`src/logic/lhc_cfg.svh`:
```
// Offsets, field layout, reset values and timing counts of the section codec.
// Included by the package, the unpacker, the codec, the checkers and the bench; holds definitions only.
`ifndef LHC_CFG_SVH
`define LHC_CFG_SVH
// Register byte offsets on the register bus
`define LHC_ADR_RX_DATA 8'h00
`define LHC_ADR_CTRL 8'h04
`define LHC_ADR_RX_STAT 8'h08
`define LHC_ADR_LABEL 8'h0c
`define LHC_ADR_CHAN 8'h10
`define LHC_ADR_WIN 8'h14
`define LHC_ADR_RESULT 8'h18
`define LHC_ADR_TX_DATA 8'h1c
`define LHC_ADR_TX_STAT 8'h20
// Header word: code, word count, label, reserved low byte
`define LHC_W0_CODE 31:28
`define LHC_W0_COUNT 27:24
`define LHC_W0_LABEL 23:8
// Request word of channel and discovery requests
`define LHC_W1_DEFER 31:29
`define LHC_W1_BACKOFF 28:19
`define LHC_W1_OFFSET 18:9
`define LHC_W1_OCCUPY 8:5
`define LHC_W1_MODE 4:3
`define LHC_W1_PARTIAL 2
// Request word of window configuration requests
`define LHC_W1_NACK 31:24
`define LHC_W1_BLOCKS 23:16
`define LHC_W1_CLASS 15:13
// Response word; the result register uses the same bits plus the kind
`define LHC_RS_ID 31:20
`define LHC_RS_ACQ 19:18
`define LHC_RS_OUTCOME 17
`define LHC_RS_DISC 16
`define LHC_RS_OVF 15
`define LHC_RS_WINRX 14
`define LHC_RS_PARTIAL 13
`define LHC_RS_KIND 1:0
`define LHC_RSP_WORDS 4'h2
`define LHC_RESULT_RST 32'h0000_0000
// Field limits
`define LHC_OFFSET_MAX 10'h3e7
`define LHC_OCCUPY_MAX 4'ha
`define LHC_SF_MAX 4'h9
`define LHC_SYM_FULL 4'he
`define LHC_SYM_PART 4'h7
// Look-back windows of the partial sensing modes
`define LHC_CLK_MHZ 40
`define LHC_LOOKBACK_A_US 25
`define LHC_LOOKBACK_B_US 34
`define LHC_LOOKBACK_A_CYC (`LHC_LOOKBACK_A_US * `LHC_CLK_MHZ)
`define LHC_LOOKBACK_B_CYC (`LHC_LOOKBACK_B_US * `LHC_CLK_MHZ)
`endif

```
`src/logic/lhc_pkg.sv`:
```
// Types of the handshake section codec.
// Assumes lhc_cfg.svh is on the include path.
`include "lhc_cfg.svh"
package lhc_pkg;
    typedef enum logic [3:0] {
        MC_SHARED_CHANNEL_REQUEST = 4'h0,
        MC_DISCOVERY_REQUEST = 4'h1,
        MC_SHARED_CHANNEL_RESPONSE = 4'h2,
        MC_DISCOVERY_RESPONSE = 4'h3,
        MC_OVERFLOW_REPORT = 4'h4,
        MC_WINDOW_CONFIG_REQUEST = 4'h5,
        MC_WINDOW_CONFIG_RESPONSE = 4'h6
    } lhc_msg_code_t;
    typedef enum logic [1:0] {
        SM_FULL_RESERVE = 2'h0,
        SM_LOOK_25 = 2'h1,
        SM_LOOK_34 = 2'h2,
        SM_FULL_STOP = 2'h3
    } lhc_sensing_mode_t;
    typedef enum logic [1:0] {
        RK_SHARED = 2'h0,
        RK_DISCOVERY = 2'h1,
        RK_OVERFLOW = 2'h2,
        RK_WINDOW = 2'h3
    } lhc_rsp_kind_t;
    typedef enum logic [4:0] {
        ST_IDLE = 5'b00001,
        ST_FETCH0 = 5'b00010,
        ST_FETCH1 = 5'b00100,
        ST_FETCH2 = 5'b01000,
        ST_APPLY = 5'b10000
    } lhc_state_t;
endpackage

```
`src/logic/lhc_fields_if.sv`:
```
// Decoded request fields passed from the unpacker to the codec core.
// Both ends share ref_clk; the fields are combinational.
`timescale 1ns/1ps
interface lhc_fields_if;
    logic [3:0] code;
    logic [3:0] wordCount;
    logic [15:0] requestLabel;
    logic [2:0] deferSlotFactor;
    logic [9:0] backoffSlotCount;
    logic [9:0] sensingStartOffsetUs;
    logic [3:0] maxOccupancySubframes;
    logic [1:0] sensingMode;
    logic firstSubframePartial;
    logic [7:0] windowNackCount;
    logic [7:0] windowBlockCount;
    logic [2:0] accessPriorityClass;
    modport producer (output code, wordCount, requestLabel, deferSlotFactor, backoffSlotCount,
        sensingStartOffsetUs, maxOccupancySubframes, sensingMode, firstSubframePartial,
        windowNackCount, windowBlockCount, accessPriorityClass);
    modport consumer (input code, wordCount, requestLabel, deferSlotFactor, backoffSlotCount,
        sensingStartOffsetUs, maxOccupancySubframes, sensingMode, firstSubframePartial,
        windowNackCount, windowBlockCount, accessPriorityClass);
endinterface

```
`src/logic/lhc_section_ram.sv`:
```
// Word store for one received section, registered read data.
// Assumes a single clock; no reset, contents are written before use.
`timescale 1ns/1ps
module lhc_section_ram #(
    parameter int WIDTH = 32,
    parameter int DEPTH = 16,
    parameter int AW = 4
) (
    // Clock
    input wire logic ref_clk,
    // Write port
    input wire logic wrEn,
    input wire logic [AW-1:0] wrAddr,
    input wire logic [WIDTH-1:0] wrData,
    // Read port
    input wire logic [AW-1:0] rdAddr,
    output logic [WIDTH-1:0] rdData
);
    logic [WIDTH-1:0] mem [DEPTH];

    // Write, and read one cycle after the address
    always_ff @(posedge ref_clk)
    begin
        if (wrEn)
        begin
            mem[wrAddr] <= wrData;
        end
        rdData <= mem[rdAddr];
    end
endmodule

```
`src/logic/lhc_field_unpack.sv`:
```
// Splits the header and request word of a section into its fields.
// Assumes the layout macros of lhc_cfg.svh; reserved bits are not looked at.
`timescale 1ns/1ps
`include "lhc_cfg.svh"
module lhc_field_unpack (
    // Section words
    input wire logic [31:0] word0,
    input wire logic [31:0] word1,
    // Decoded fields
    lhc_fields_if.producer fields
);
    // Each field is taken most significant bit first from its layout slot
    assign fields.code = word0[`LHC_W0_CODE];
    assign fields.wordCount = word0[`LHC_W0_COUNT];
    assign fields.requestLabel = word0[`LHC_W0_LABEL];
    assign fields.deferSlotFactor = word1[`LHC_W1_DEFER];
    assign fields.backoffSlotCount = word1[`LHC_W1_BACKOFF];
    assign fields.sensingStartOffsetUs = word1[`LHC_W1_OFFSET];
    assign fields.maxOccupancySubframes = word1[`LHC_W1_OCCUPY];
    assign fields.sensingMode = word1[`LHC_W1_MODE];
    assign fields.firstSubframePartial = word1[`LHC_W1_PARTIAL];
    assign fields.windowNackCount = word1[`LHC_W1_NACK];
    assign fields.windowBlockCount = word1[`LHC_W1_BLOCKS];
    assign fields.accessPriorityClass = word1[`LHC_W1_CLASS];
endmodule

```
`src/logic/lhc_section_codec.sv`:
```
// Handshake section codec of the radio unit: takes request sections word by word
// over classic Wishbone, decodes them, and builds response sections from results.
// Assumes one 40 MHz clock and software that feeds and drains the section words.
`timescale 1ns/1ps
`include "lhc_cfg.svh"

module lhc_section_codec
    import lhc_pkg::*;
#(
    parameter int DEPTH = 16
) (
    // Clock and reset
    input wire logic ref_clk,
    input wire logic reset_n,
    // Wishbone slave
    input wire logic wb_cyc_i,
    input wire logic wb_stb_i,
    input wire logic wb_we_i,
    input wire logic [7:0] wb_adr_i,
    input wire logic [3:0] wb_sel_i,
    input wire logic [31:0] wb_dat_i,
    output logic wb_ack_o,
    output logic [31:0] wb_dat_o
);
    localparam int AW = $clog2(DEPTH);

    lhc_fields_if fields ();
    lhc_state_t state_r, state_nxt;
    logic ack_nxt;
    logic [31:0] datOut_nxt;
    logic [AW-1:0] wrIdx_r, wrIdx_nxt;
    logic [3:0] expWords_r, expWords_nxt;
    logic [31:0] word0_r, word0_nxt, word1_r, word1_nxt;
    logic [31:0] rdData;
    logic [AW-1:0] rdAddr;
    logic ramWr;
    logic reqValid_r, reqValid_nxt, codeDiscard_r, codeDiscard_nxt;
    logic lenError_r, lenError_nxt, paramWarn_r, paramWarn_nxt;
    logic overflow_r, overflow_nxt;
    logic [15:0] label_r, label_nxt;
    logic [31:0] chan_r, chan_nxt, win_r, win_nxt;
    logic [31:0] result_r, result_nxt;
    logic txReady_r, txReady_nxt, txIdx_r, txIdx_nxt;
    logic [10:0] lookback_r, lookback_nxt;
    logic busWr, busRd, rxWrite, ctrlWrite, statClear;
    logic [31:0] wmask, txWord0, txWord1, rspWord;
    logic [3:0] rspCode;
    logic [3:0] firstSymbols;

    lhc_section_ram #(
        .WIDTH(32),
        .DEPTH(DEPTH),
        .AW(AW)
    ) u_ram (
        .ref_clk(ref_clk),
        .wrEn(ramWr),
        .wrAddr(wrIdx_r),
        .wrData(wb_dat_i),
        .rdAddr(rdAddr),
        .rdData(rdData)
    );

    lhc_field_unpack u_unpack (
        .word0(word0_r),
        .word1(word1_r),
        .fields(fields.producer)
    );

    // Accesses act at the edge where the master sees ack, so data is still held then
    assign busWr = wb_cyc_i && wb_stb_i && wb_ack_o && wb_we_i;
    assign busRd = wb_cyc_i && wb_stb_i && wb_ack_o && !wb_we_i;
    assign wmask = {{8{wb_sel_i[3]}}, {8{wb_sel_i[2]}}, {8{wb_sel_i[1]}}, {8{wb_sel_i[0]}}};
    // Only full-word writes are taken as section data; partial ones would tear a word
    assign rxWrite = busWr && (wb_adr_i == `LHC_ADR_RX_DATA) && (wb_sel_i == 4'hf);
    assign ctrlWrite = busWr && (wb_adr_i == `LHC_ADR_CTRL) && wb_sel_i[0];
    assign statClear = ctrlWrite && wb_dat_i[0];
    assign ramWr = rxWrite && state_r == ST_IDLE;

    // symbol count of the first subframe
    assign firstSymbols = chan_r[`LHC_W1_PARTIAL] ? `LHC_SYM_PART : `LHC_SYM_FULL;

    // Response words built from the result register
    always_comb
    begin
        rspWord = 32'h0;
        rspWord[`LHC_RS_ID] = result_r[`LHC_RS_ID];
        rspWord[`LHC_RS_PARTIAL] = result_r[`LHC_RS_PARTIAL];
        case (lhc_rsp_kind_t'(result_r[`LHC_RS_KIND]))
            RK_SHARED:
            begin
                rspCode = MC_SHARED_CHANNEL_RESPONSE;
                rspWord[`LHC_RS_ACQ] = result_r[`LHC_RS_ACQ];
                rspWord[`LHC_RS_OUTCOME] = result_r[`LHC_RS_OUTCOME];
            end
            RK_DISCOVERY:
            begin
                rspCode = MC_DISCOVERY_RESPONSE;
                rspWord[`LHC_RS_DISC] = result_r[`LHC_RS_DISC];
            end
            RK_OVERFLOW:
            begin
                rspCode = MC_OVERFLOW_REPORT;
                // flag is always one, zero is reserved
                rspWord[`LHC_RS_OVF] = 1'b1;
            end
            RK_WINDOW:
            begin
                rspCode = MC_WINDOW_CONFIG_RESPONSE;
                rspWord[`LHC_RS_WINRX] = result_r[`LHC_RS_WINRX];
                rspWord[`LHC_RS_ID] = 12'h000;
            end
            default:
            begin
                rspCode = MC_SHARED_CHANNEL_RESPONSE;
            end
        endcase
        // label echoed; length counts the header word too
        txWord0 = {rspCode, `LHC_RSP_WORDS, label_r, 8'h00};
        txWord1 = rspWord;
    end

    // Bus answer: ack one cycle after the request, dropped in the cycle after it
    always_comb
    begin
        ack_nxt = wb_cyc_i && wb_stb_i && !wb_ack_o;
        datOut_nxt = 32'h0;
        case (wb_adr_i)
            `LHC_ADR_RX_STAT:
            begin
                datOut_nxt = {12'h000, firstSymbols, expWords_r, fields.code, 2'b00,
                    (lookback_r != 11'h000), overflow_r, paramWarn_r, lenError_r,
                    codeDiscard_r, reqValid_r};
            end
            `LHC_ADR_LABEL:
            begin
                datOut_nxt = {16'h0000, label_r};
            end
            `LHC_ADR_CHAN:
            begin
                datOut_nxt = chan_r;
            end
            `LHC_ADR_WIN:
            begin
                datOut_nxt = win_r;
            end
            `LHC_ADR_RESULT:
            begin
                datOut_nxt = result_r;
            end
            `LHC_ADR_TX_DATA:
            begin
                datOut_nxt = !txReady_r ? 32'h0 : (txIdx_r ? txWord1 : txWord0);
            end
            `LHC_ADR_TX_STAT:
            begin
                datOut_nxt = {30'h0, txIdx_r, txReady_r};
            end
            default:
            begin
                datOut_nxt = 32'h0;
            end
        endcase
        // Data only in the ack cycle; the held request must not load it a second time
        if (!(ack_nxt && !wb_we_i))
        begin
            datOut_nxt = 32'h0;
        end
    end

    // Receive path, decode sequence and sticky status
    always_comb
    begin
        state_nxt = state_r;
        wrIdx_nxt = wrIdx_r;
        expWords_nxt = expWords_r;
        word0_nxt = word0_r;
        word1_nxt = word1_r;
        reqValid_nxt = reqValid_r && !statClear;
        codeDiscard_nxt = codeDiscard_r && !statClear;
        lenError_nxt = lenError_r && !statClear;
        paramWarn_nxt = paramWarn_r && !statClear;
        overflow_nxt = overflow_r && !statClear;
        label_nxt = label_r;
        chan_nxt = chan_r;
        win_nxt = win_r;
        rdAddr = '0;
        if (ctrlWrite && wb_dat_i[1])
        begin
            wrIdx_nxt = '0;
        end
        case (state_r)
            ST_IDLE:
            begin
                if (rxWrite)
                begin
                    // the header word gives the section length
                    expWords_nxt = (wrIdx_r == '0) ? wb_dat_i[`LHC_W0_COUNT] : expWords_r;
                    wrIdx_nxt = wrIdx_r + 1'b1;
                    if (wrIdx_r == '0 && wb_dat_i[`LHC_W0_COUNT] == 4'h0)
                    begin
                        // zero length is refused and the section dropped
                        lenError_nxt = 1'b1;
                        wrIdx_nxt = '0;
                    end
                    else if (32'(wrIdx_r) + 1 == 32'(expWords_nxt))
                    begin
                        wrIdx_nxt = '0;
                        state_nxt = ST_FETCH0;
                    end
                    else if (32'(wrIdx_r) == DEPTH - 1)
                    begin
                        // more data than the buffer holds
                        overflow_nxt = 1'b1;
                        wrIdx_nxt = '0;
                    end
                end
            end
            ST_FETCH0:
            begin
                rdAddr = '0;
                state_nxt = ST_FETCH1;
            end
            ST_FETCH1:
            begin
                rdAddr = AW'(1);
                word0_nxt = rdData;
                state_nxt = ST_FETCH2;
            end
            ST_FETCH2:
            begin
                word1_nxt = (expWords_r > 4'h1) ? rdData : 32'h0;
                state_nxt = ST_APPLY;
            end
            ST_APPLY:
            begin
                state_nxt = ST_IDLE;
                case (fields.code)
                    // request codes from the distributed unit
                    MC_SHARED_CHANNEL_REQUEST, MC_DISCOVERY_REQUEST:
                    begin
                        reqValid_nxt = 1'b1;
                        label_nxt = fields.requestLabel;
                        // reserved request bits are not kept
                        chan_nxt = 32'h0;
                        chan_nxt[`LHC_W0_CODE] = fields.code;
                        chan_nxt[`LHC_W1_DEFER] = fields.deferSlotFactor;
                        // backoff taken as a plain slot count
                        chan_nxt[`LHC_W1_BACKOFF] = fields.backoffSlotCount;
                        chan_nxt[`LHC_W1_OFFSET] = fields.sensingStartOffsetUs;
                        chan_nxt[`LHC_W1_OCCUPY] = fields.maxOccupancySubframes;
                        chan_nxt[`LHC_W1_MODE] = fields.sensingMode;
                        chan_nxt[`LHC_W1_PARTIAL] = fields.firstSubframePartial;
                        // out-of-range values are flagged, still kept
                        if (!(fields.deferSlotFactor inside {3'h1, 3'h3, 3'h7})
                            || fields.sensingStartOffsetUs > `LHC_OFFSET_MAX
                            || fields.maxOccupancySubframes == 4'h0
                            || fields.maxOccupancySubframes > `LHC_OCCUPY_MAX)
                        begin
                            paramWarn_nxt = 1'b1;
                        end
                    end
                    MC_WINDOW_CONFIG_REQUEST:
                    begin
                        reqValid_nxt = 1'b1;
                        label_nxt = fields.requestLabel;
                        win_nxt = {fields.windowNackCount, fields.windowBlockCount,
                            fields.accessPriorityClass, 13'h0000};
                        if (fields.accessPriorityClass == 3'h0 || fields.accessPriorityClass > 3'h4)
                        begin
                            paramWarn_nxt = 1'b1;
                        end
                    end
                    default:
                    begin
                        // reserved and misdirected codes are dropped unused
                        codeDiscard_nxt = 1'b1;
                    end
                endcase
            end
            default:
            begin
                state_nxt = ST_IDLE;
            end
        endcase
        // words arriving while a section is decoded are lost
        if (rxWrite && state_r != ST_IDLE)
        begin
            overflow_nxt = 1'b1;
        end
        // Set wins over a clear in the same cycle
        if (state_r == ST_APPLY && statClear)
        begin
            reqValid_nxt = reqValid_nxt || fields.code inside {4'h0, 4'h1, 4'h5};
        end
    end

    // Transmit side, result register and look-back timer
    always_comb
    begin
        result_nxt = result_r;
        txReady_nxt = txReady_r;
        txIdx_nxt = txIdx_r;
        lookback_nxt = (lookback_r != 11'h000) ? lookback_r - 11'h001 : lookback_r;
        if (busWr && wb_adr_i == `LHC_ADR_RESULT)
        begin
            // subframe numbers above 9 are clipped to 9
            result_nxt = (result_r & ~wmask) | (wb_dat_i & wmask);
            if (result_nxt[23:20] > `LHC_SF_MAX)
            begin
                result_nxt[23:20] = `LHC_SF_MAX;
            end
            txReady_nxt = 1'b1;
            txIdx_nxt = 1'b0;
        end
        if (busRd && wb_adr_i == `LHC_ADR_TX_DATA && txReady_r)
        begin
            txIdx_nxt = !txIdx_r;
            if (txIdx_r)
            begin
                txReady_nxt = 1'b0;
                // an expired timer resets the sensing process
                if (result_r[`LHC_RS_KIND] == RK_SHARED && result_r[`LHC_RS_ACQ] == 2'h3)
                begin
                    lookback_nxt = 11'h000;
                end
            end
        end
        if (ctrlWrite && wb_dat_i[2])
        begin
            txReady_nxt = 1'b0;
            txIdx_nxt = 1'b0;
        end
        // partial modes of a shared channel request arm their look-back window
        if (state_r == ST_APPLY && fields.code == MC_SHARED_CHANNEL_REQUEST)
        begin
            if (fields.sensingMode == SM_LOOK_25)
            begin
                lookback_nxt = 11'(`LHC_LOOKBACK_A_CYC);
            end
            else if (fields.sensingMode == SM_LOOK_34)
            begin
                lookback_nxt = 11'(`LHC_LOOKBACK_B_CYC);
            end
            else
            begin
                lookback_nxt = 11'h000;
            end
        end
    end

    // All state registers
    always_ff @(posedge ref_clk or negedge reset_n)
    begin
        if (!reset_n)
        begin
            wb_ack_o <= 1'b0;
            wb_dat_o <= 32'h0;
            state_r <= ST_IDLE;
            wrIdx_r <= '0;
            expWords_r <= 4'h0;
            word0_r <= 32'h0;
            word1_r <= 32'h0;
            reqValid_r <= 1'b0;
            codeDiscard_r <= 1'b0;
            lenError_r <= 1'b0;
            paramWarn_r <= 1'b0;
            overflow_r <= 1'b0;
            label_r <= 16'h0000;
            chan_r <= 32'h0;
            win_r <= 32'h0;
            result_r <= `LHC_RESULT_RST;
            txReady_r <= 1'b0;
            txIdx_r <= 1'b0;
            lookback_r <= 11'h000;
        end
        else
        begin
            wb_ack_o <= ack_nxt;
            wb_dat_o <= datOut_nxt;
            state_r <= state_nxt;
            wrIdx_r <= wrIdx_nxt;
            expWords_r <= expWords_nxt;
            word0_r <= word0_nxt;
            word1_r <= word1_nxt;
            reqValid_r <= reqValid_nxt;
            codeDiscard_r <= codeDiscard_nxt;
            lenError_r <= lenError_nxt;
            paramWarn_r <= paramWarn_nxt;
            overflow_r <= overflow_nxt;
            label_r <= label_nxt;
            chan_r <= chan_nxt;
            win_r <= win_nxt;
            result_r <= result_nxt;
            txReady_r <= txReady_nxt;
            txIdx_r <= txIdx_nxt;
            lookback_r <= lookback_nxt;
        end
    end
endmodule

```
`config.mk`:
```
export PLATFORM = sky130hd
export DESIGN_NAME = lhc_section_codec
export DESIGN_NICKNAME = d
export VERILOG_FILES = /design/src/logic/lhc_pkg.sv /design/src/logic/lhc_fields_if.sv /design/src/logic/lhc_section_ram.sv /design/src/logic/lhc_field_unpack.sv /design/src/logic/lhc_section_codec.sv
export VERILOG_INCLUDE_DIRS = /design/src /design/src/logic
export SDC_FILE = /design/constraint.sdc
export NUM_CORES = 1
export LEC_CHECK = 0
export ABC_AREA = 1
export BUFFER_PORTS_ARGS = -buffer_cell sky130_fd_sc_hd__buf_2
export CAP_MARGIN = 10
export CORE_MARGIN = 2
export CORE_UTILIZATION = 32
export CTS_CLUSTER_DIAMETER = 150
export DETAILED_ROUTE_END_ITERATION = 6
export SLEW_MARGIN = 0
export SYNTH_ARGS = -nofsm -noshare
export SYNTH_HDL_FRONTEND = slang
export SYNTH_SLANG_ARGS = --single-unit
```
`constraint.sdc`:
```
create_clock -name ref_clk -period 3.47 [get_ports ref_clk]
set_clock_uncertainty 0.1 [all_clocks]
set_input_delay 0 -clock ref_clk [delete_from_list [all_inputs] [get_ports ref_clk]]
set_output_delay 0 -clock ref_clk [all_outputs]
set_load 0.03 [all_outputs]
```
==> metrics.txt, run 1 <==
status finished, final reports clean; Post-Syn Area 0.01257 sq mm; global-route wire length before repair 55.27 mm; core box area 0.03874 sq mm; Routed Antenna Nets 0; Post-synth top flop dfrtp_1; Die H 202.2 um; Area Overhead vs Synth 20.00%; CP startpoint kind input pin; Seq cells post-synth 301; total grt overflow 0; largest net degree at the start of global routing 94; vias 9,724; DR pass1 iterations 5; Setup TNS 0 ns; Syn. warnings 0; Final GP Congestion 0.8898; CP endpoint kind flop; initial antenna violation count 0; Async SR Flop Fraction 70.10%; Avg Cell Area, Syn 9.209 sq um; Cells after Synth 1,365; largest cells by area after synthesis dfrtp_1 42%, edfxtp_1 14%, nand2_1 11%; Place WS 1.022 ns; DRC Markers 0; syn_nets 1,420; Clock transition at path regs 0.06 ns; PD cells 485.3 mW/mm^2; multi-input combinational cell area 0.004124 sq mm; die width 202.2 um; final-stage net count 1,548; Post-synth EDFFs 60; Boundary Pins 82; RSZ-0062 raised after global routing no; post-layout min period 2.911 ns; Initial Util 32.45%; max-cap viol count 0; die area 0.04088 sq mm; Final setup viols 0; row cnt 72; crit path DAT 3.31 ns; Setup Crit Path Kind input pin to flop; WP data required 3.87 ns; max_slew headroom 36.88%; worst skew pair latency 0.57 ns; WL final 35.21 mm; post-CTS sizing 0; FMAX 343.5 MHz; Post-CTS Setup Repair Bufs 0; Clock Path Buffers 3; Crit Path Max Fanout 12; synth unique cells 45; fin area 0.01508 sq mm; Lkg Pwr 0.006791 uW; Max IR drop VDD 0.0002740 V; Hold Violations, Final 0; Filler Cell Count 3,902; Sequential Area 0.007684 sq mm; Slew Limit Fails 0; Initial DRC Count 835; clk sinks 301; vias per cell 4.776; Synth top area share 41.80%; CTS Buf Count 31; layout cells sized above 1 12.45%; final setup margin 0.5592 ns; Tot Pwr 7320 uW; H-tree levels 1; transition time of the tightest slew-check pin 0.9433 ns; register area share after synthesis 61.12%; I/O Buffers 81; part of the cycle the worst path needs 83.89%; CTS tree done; wire length per cell 17.29 um; leading area contributor after synthesis dfrtp_1; DP HPWL 25.51 mm; worst hold path class input pin to flop; n_diodes 0; placement-stage cell area 0.01349 sq mm; CTS root buffer clkbuf_16; gr usage total 17.37%; number of global-route vias before repair 9,500; Util after Layout 38.94%
[Yosys cell counts, types with 2 or more instances]
cell / count
a21oi_1: 34
a21oi_2: 6
buf_2: 11
buf_4: 3
buf_6: 5
buf_8: 2
clkbuf_1: 30
clkinv_1: 2
dfrtp_1: 210
dfxtp_1: 30
edfxtp_1: 60
ha_1: 6
inv_1: 122
inv_2: 7
nand2_1: 382
nand2_2: 8
nand2_4: 2
nand3_1: 102
nand3_2: 2
nand4_1: 18
nor2_1: 96
nor2_2: 5
nor2_4: 3
nor3_1: 16
o2111ai_1: 2
o211ai_1: 4
o21ai_0: 150
o21ai_1: 12
o22ai_1: 9
o31ai_1: 2
xnor2_1: 3
xor2_1: 8
[through the flow]
stage | hold WS, ns | cells
2_1_floorplan | -0.3956 | 1365
3_3_place_gp | 0.03023 | 1928
3_5_place_dp | 0.03225 | 1928
4_1_cts | 0.02796 | 2036
5_1_grt | 0.08216 | 2036
6_report | 0.04365 | 2036
[cell families after synthesis]
group	after synthesis	share of synthesized area, %
and+or+nand+nor	641	21.83
DFF	301	61.12
AOI/OAI and AO/OA	223	9.495
buffers and inverters	182	6.111
xor gates and xnor gates	11	0.7665
adders and majority gates	6	0.5972
muxes	1	0.07963
[registers in the layout, indices dropped and copies added (netlist names), named ones only]
signal and count:
chan_r 30, codeDiscard_r 1, expWords_r 4, label_r 16, lenError_r 1, lookback_r 11
overflow_r 1, paramWarn_r 1, reqValid_r 1, result_r 4, state_r 5, txIdx_r 1
txReady_r 1, u_ram.mem 60, u_ram.rdData 30, wb_ack_o 1, wb_dat_o 32, win_r 19
word0_r 20, word1_r 30, wrIdx_r 4
[placed cells by master, fill, tap and decap left out, types with 2 or more instances in the layout]
cell | netlist | layout
a21oi_1 | 34 | 34
a21oi_2 | 6 | 6
buf_2 | 11 | 80
buf_4 | 3 | 14
bufinv_16 | 0 | 4
clkbuf_1 | 30 | 9
clkbuf_16 | 0 | 33
clkbuf_8 | 0 | 6
clkinv_2 | 0 | 3
clkinv_4 | 0 | 2
dfrtp_1 | 210 | 210
dfxtp_1 | 30 | 30
dlygate4sd3_1 | 0 | 50
edfxtp_1 | 60 | 60
ha_1 | 6 | 6
inv_1 | 122 | 122
inv_2 | 7 | 8
nand2_1 | 382 | 382
nand2_2 | 8 | 8
nand2_4 | 2 | 2
nand3_1 | 102 | 102
nand3_2 | 2 | 2
nand4_1 | 18 | 18
nor2_1 | 96 | 94
nor2_2 | 5 | 7
nor2_4 | 3 | 3
nor3_1 | 16 | 16
o2111ai_1 | 2 | 2
o211ai_1 | 4 | 4
o21ai_0 | 150 | 150
o21ai_1 | 12 | 12
o22ai_1 | 9 | 9
o31ai_1 | 2 | 2
xnor2_1 | 3 | 3
xor2_1 | 8 | 8
[final timing paths]
| check | start | endpoint | slack (ns) | depth (start not counted) |
|---|---|---|---|---|
| hold reg to reg | u_ram.mem[1][15] | u_ram.rdData[15] | 0.33 | 2 |
| max in group asynchronous | reset_n | word0_r[11] | 1.75 | 4 |
| setup / recovery | wb_adr_i[6] | wrIdx_r[0] | 0.56 | 11 |
| hold / removal | wb_adr_i[4] | state_r[1] | 0.04 | 8 |
| setup reg to reg | wb_ack_o | u_ram.mem[1][19] | 1.03 | 5 |
| min in group asynchronous | reset_n | async pin | 0.48 | 3 |
[worst max-delay path, cell delays in order]
cell	delay [ns]
dlygate4sd3_1	0.54
buf_2	0.15
nor2_2	0.14
dlygate4sd3_1	0.58
nand3_1	0.14
dlygate4sd3_1	0.60
nor2_1	0.19
nand3_1	0.37
nor3_1	0.40
nand3_1	0.11
nand2_1	0.08
[metal layers]
metal	vias up	routed length (um)	share of wire, %	GRT usage [%]
li1	4711	-	-	-
met1	4654	17450	50	26.60
met2	297	14640	42	25.63
met3	62	2279	6.5	2.612
met4	0	841	2.4	4.406
met5	-	0	0	0
[final cells by class]
cell class | instances | share of cell area, %
clock buffers | 47 | 6.155
clock inverters | 11 | 1.120
inverters | 131 | 3.260
multi-input cells | 882 | 27.34
flip-flops and latches | 301 | 50.94
well taps | 518 | 4.297
repair buffers | 146 | 6.893
[repair_timing]
action | 4_1_cts | 5_1_grt
setup endpoints to repair | 0 | 0
hold buffers | 50 | 0
hold endpoints to repair | 216 | 0
[report_power, final]
group / total [uW] / switching (uW) / internal (uW)
logic: 198 / 126 / 72.9
registers: 3610 / 2.17 / 3600
clock network: 3520 / 1370 / 2140
total: 7320 / 1500 / 5820
No activity file was read; power rests on OpenSTA's default activity.
==> run 2, diff against run 1 <==
Clock period 3.47 ns to 2.6 ns, I/O delays scaled along.
==> run 2 against run 1 <==
The flow now finishes with violations (hold timing). Cell count up 0.39%. Worst hold slack lost 0.066 ns. Flip-flop and latch count unchanged. Critical path depth did not move. Combinational power rose by 32%. Final area up 0.71%. Critical endpoint is now wb_dat_o[5]. Largest cell class unchanged. Largest power group unchanged.
==> metrics.txt, run 2 (synthesis results as in run 1) <==
part of the cycle the worst path needs 82.49%; Crit Path Max Fanout 8; CTS Buf Count 34; H-tree levels 2; Tot Pwr 9832 uW; max-cap viol count 0; Final GP Congestion 0.9682; failing checks hold timing; Lkg Pwr 0.006854 uW; largest net degree at the start of global routing 83; die area 0.04088 sq mm; Top reg by flops u_ram.mem; crit-path cells inv_1, ha_1, nand2_1, nor2_1, nand2_1, nor2_1, nand2_1, inv_1, nor2_1, nor2_1, nor2_1; origin of the worst setup path lookback_r[0]; DR pass1 iterations 5; final-stage net count 1,556; initial antenna violation count 0; Final setup viols 0; Die H 202.2 um; global-route wire length before repair 55.78 mm; Max IR drop VDD 0.0004675 V; FMAX 466.3 MHz; Clock transition at path regs 0.06 ns; Buf/Inv on CP 2; RSZ-0062 raised after global routing no; commonest non-fill, non-tap cell in the layout nand2_1; WL final 35.11 mm; commonest cells after routing, fill and taps aside 382 x nand2_1, 210 x dfrtp_1, 150 x o21ai_0; Initial Util 32.45%; worst r2r dst wb_dat_o[5]; row cnt 72; Boundary Pins 82; PD cells 647.2 mW/mm^2; Slowest cell on crit path dfrtp_1; core box area 0.03874 sq mm; wire length per cell 17.18 um; die width 202.2 um; CP endpoint kind flop; n_diodes 0; number of global-route vias before repair 9,583; total grt overflow 0; RR Startpoint lookback_r[0]; vias per cell 4.765; DRC Markers 0; crit path DAT 2.44 ns; biggest regs u_ram.mem x60, wb_dat_o x32; Crit path depth 11; CP Capture Point wb_dat_o[5]; worst skew pair latency 0.52 ns; max reg flops 60; Reg2Reg Depth 11; Routed Antenna Nets 0; WP data required 2.89 ns; final std cells w/o fill 2,044; transition time of the tightest slew-check pin 0.8551 ns; post-CTS sizing 0; Initial DRC Count 751; CTS tree done; worst hold path class input pin to async pin; Setup Crit Path Kind flop to flop; Reg2Reg Setup Slack 0.46 ns; vias 9,739; most frequent CP cell nor2_1; Clock Path Buffers 3; placed cells 1,939; layout cells sized above 1 13.43%; Hold Violations, Final 22; clk sinks 301; max_slew headroom 42.91%; DP HPWL 25.87 mm; CP max stage delay 0.37 ns; status finished with violations; Area Overhead vs Synth 20.85%; CTS root buffer clkbuf_16; CP startpoint kind flop; Slew Limit Fails 0; gr usage total 17.52%; post-layout min period 2.145 ns; WHS -0.02242 ns; delay-heaviest family, CP simple AND/OR/NAND/NOR gates; I/O Buffers 81
==> run 2: worst min-delay path by stage <==
stage                end  slack [ns]  cells past startpoint     from
2_1_floorplan  async pin       -0.40                      0  reset_n
3_3_place_gp   async pin      -0.002                      1  reset_n
3_5_place_dp   async pin      -0.002                      1  reset_n
4_1_cts        async pin        0.01                      2  reset_n
5_1_grt        async pin        0.06                      2  reset_n
6_report       async pin       -0.02                      2  reset_n
==> run 2: per-layer routing <==
layer / track usage (%) / wire [um]
met1: 26.75 / 17330
met2: 25.42 / 14620
met3: 2.402 / 2071
met4: 5.865 / 1090
met5: 0 / 0
==> run 2: per-stage QoR <==
step                setup WS, ns  area [sq um]  util [%]  TNS [ns]
global placement          0.5036         13630     35.19         0
detailed placement        0.4884         13630     35.19         0
floorplan                -0.4722         12570         -    -28.33
CTS                       0.4762         15190     39.22         0
global route              0.2398         15190     39.22         0
finish                    0.4553         15190     39.22         0
==> run 2: worst reg2reg max path: stages (launching register included) <==
cell and delay (ns):
dfrtp_1 0.37, inv_1 0.11, ha_1 0.20, nand2_1 0.07, nor2_1 0.16, nand2_1 0.11
nor2_1 0.20, nand2_1 0.23, inv_1 0.20, nor2_1 0.06, nor2_1 0.14, nor2_1 0.06
==> run 2: cell type report <==
| class | instances | area [sq um] |
|---|---|---|
| inverters | 131 | 491.7 |
| fillers | 3908 | 23550 |
| clock buffers | 42 | 930.9 |
| repair buffers | 151 | 1125 |
| flip-flops and latches | 301 | 7684 |
| multi-input cells | 882 | 4124 |
| clock inverters | 19 | 188.9 |
| well taps | 518 | 648.1 |
==> run 2: repair_timing <==
item | CTS | global route
hold buffers | 44 | 0
buffers inserted | 0 | 0
hold endpoints to repair | 272 | 0
==> run 2: power breakdown <==
group	switching, uW	internal [uW]
clock	1900	2850
combinational	166	95.3
sequential	2.47	4810
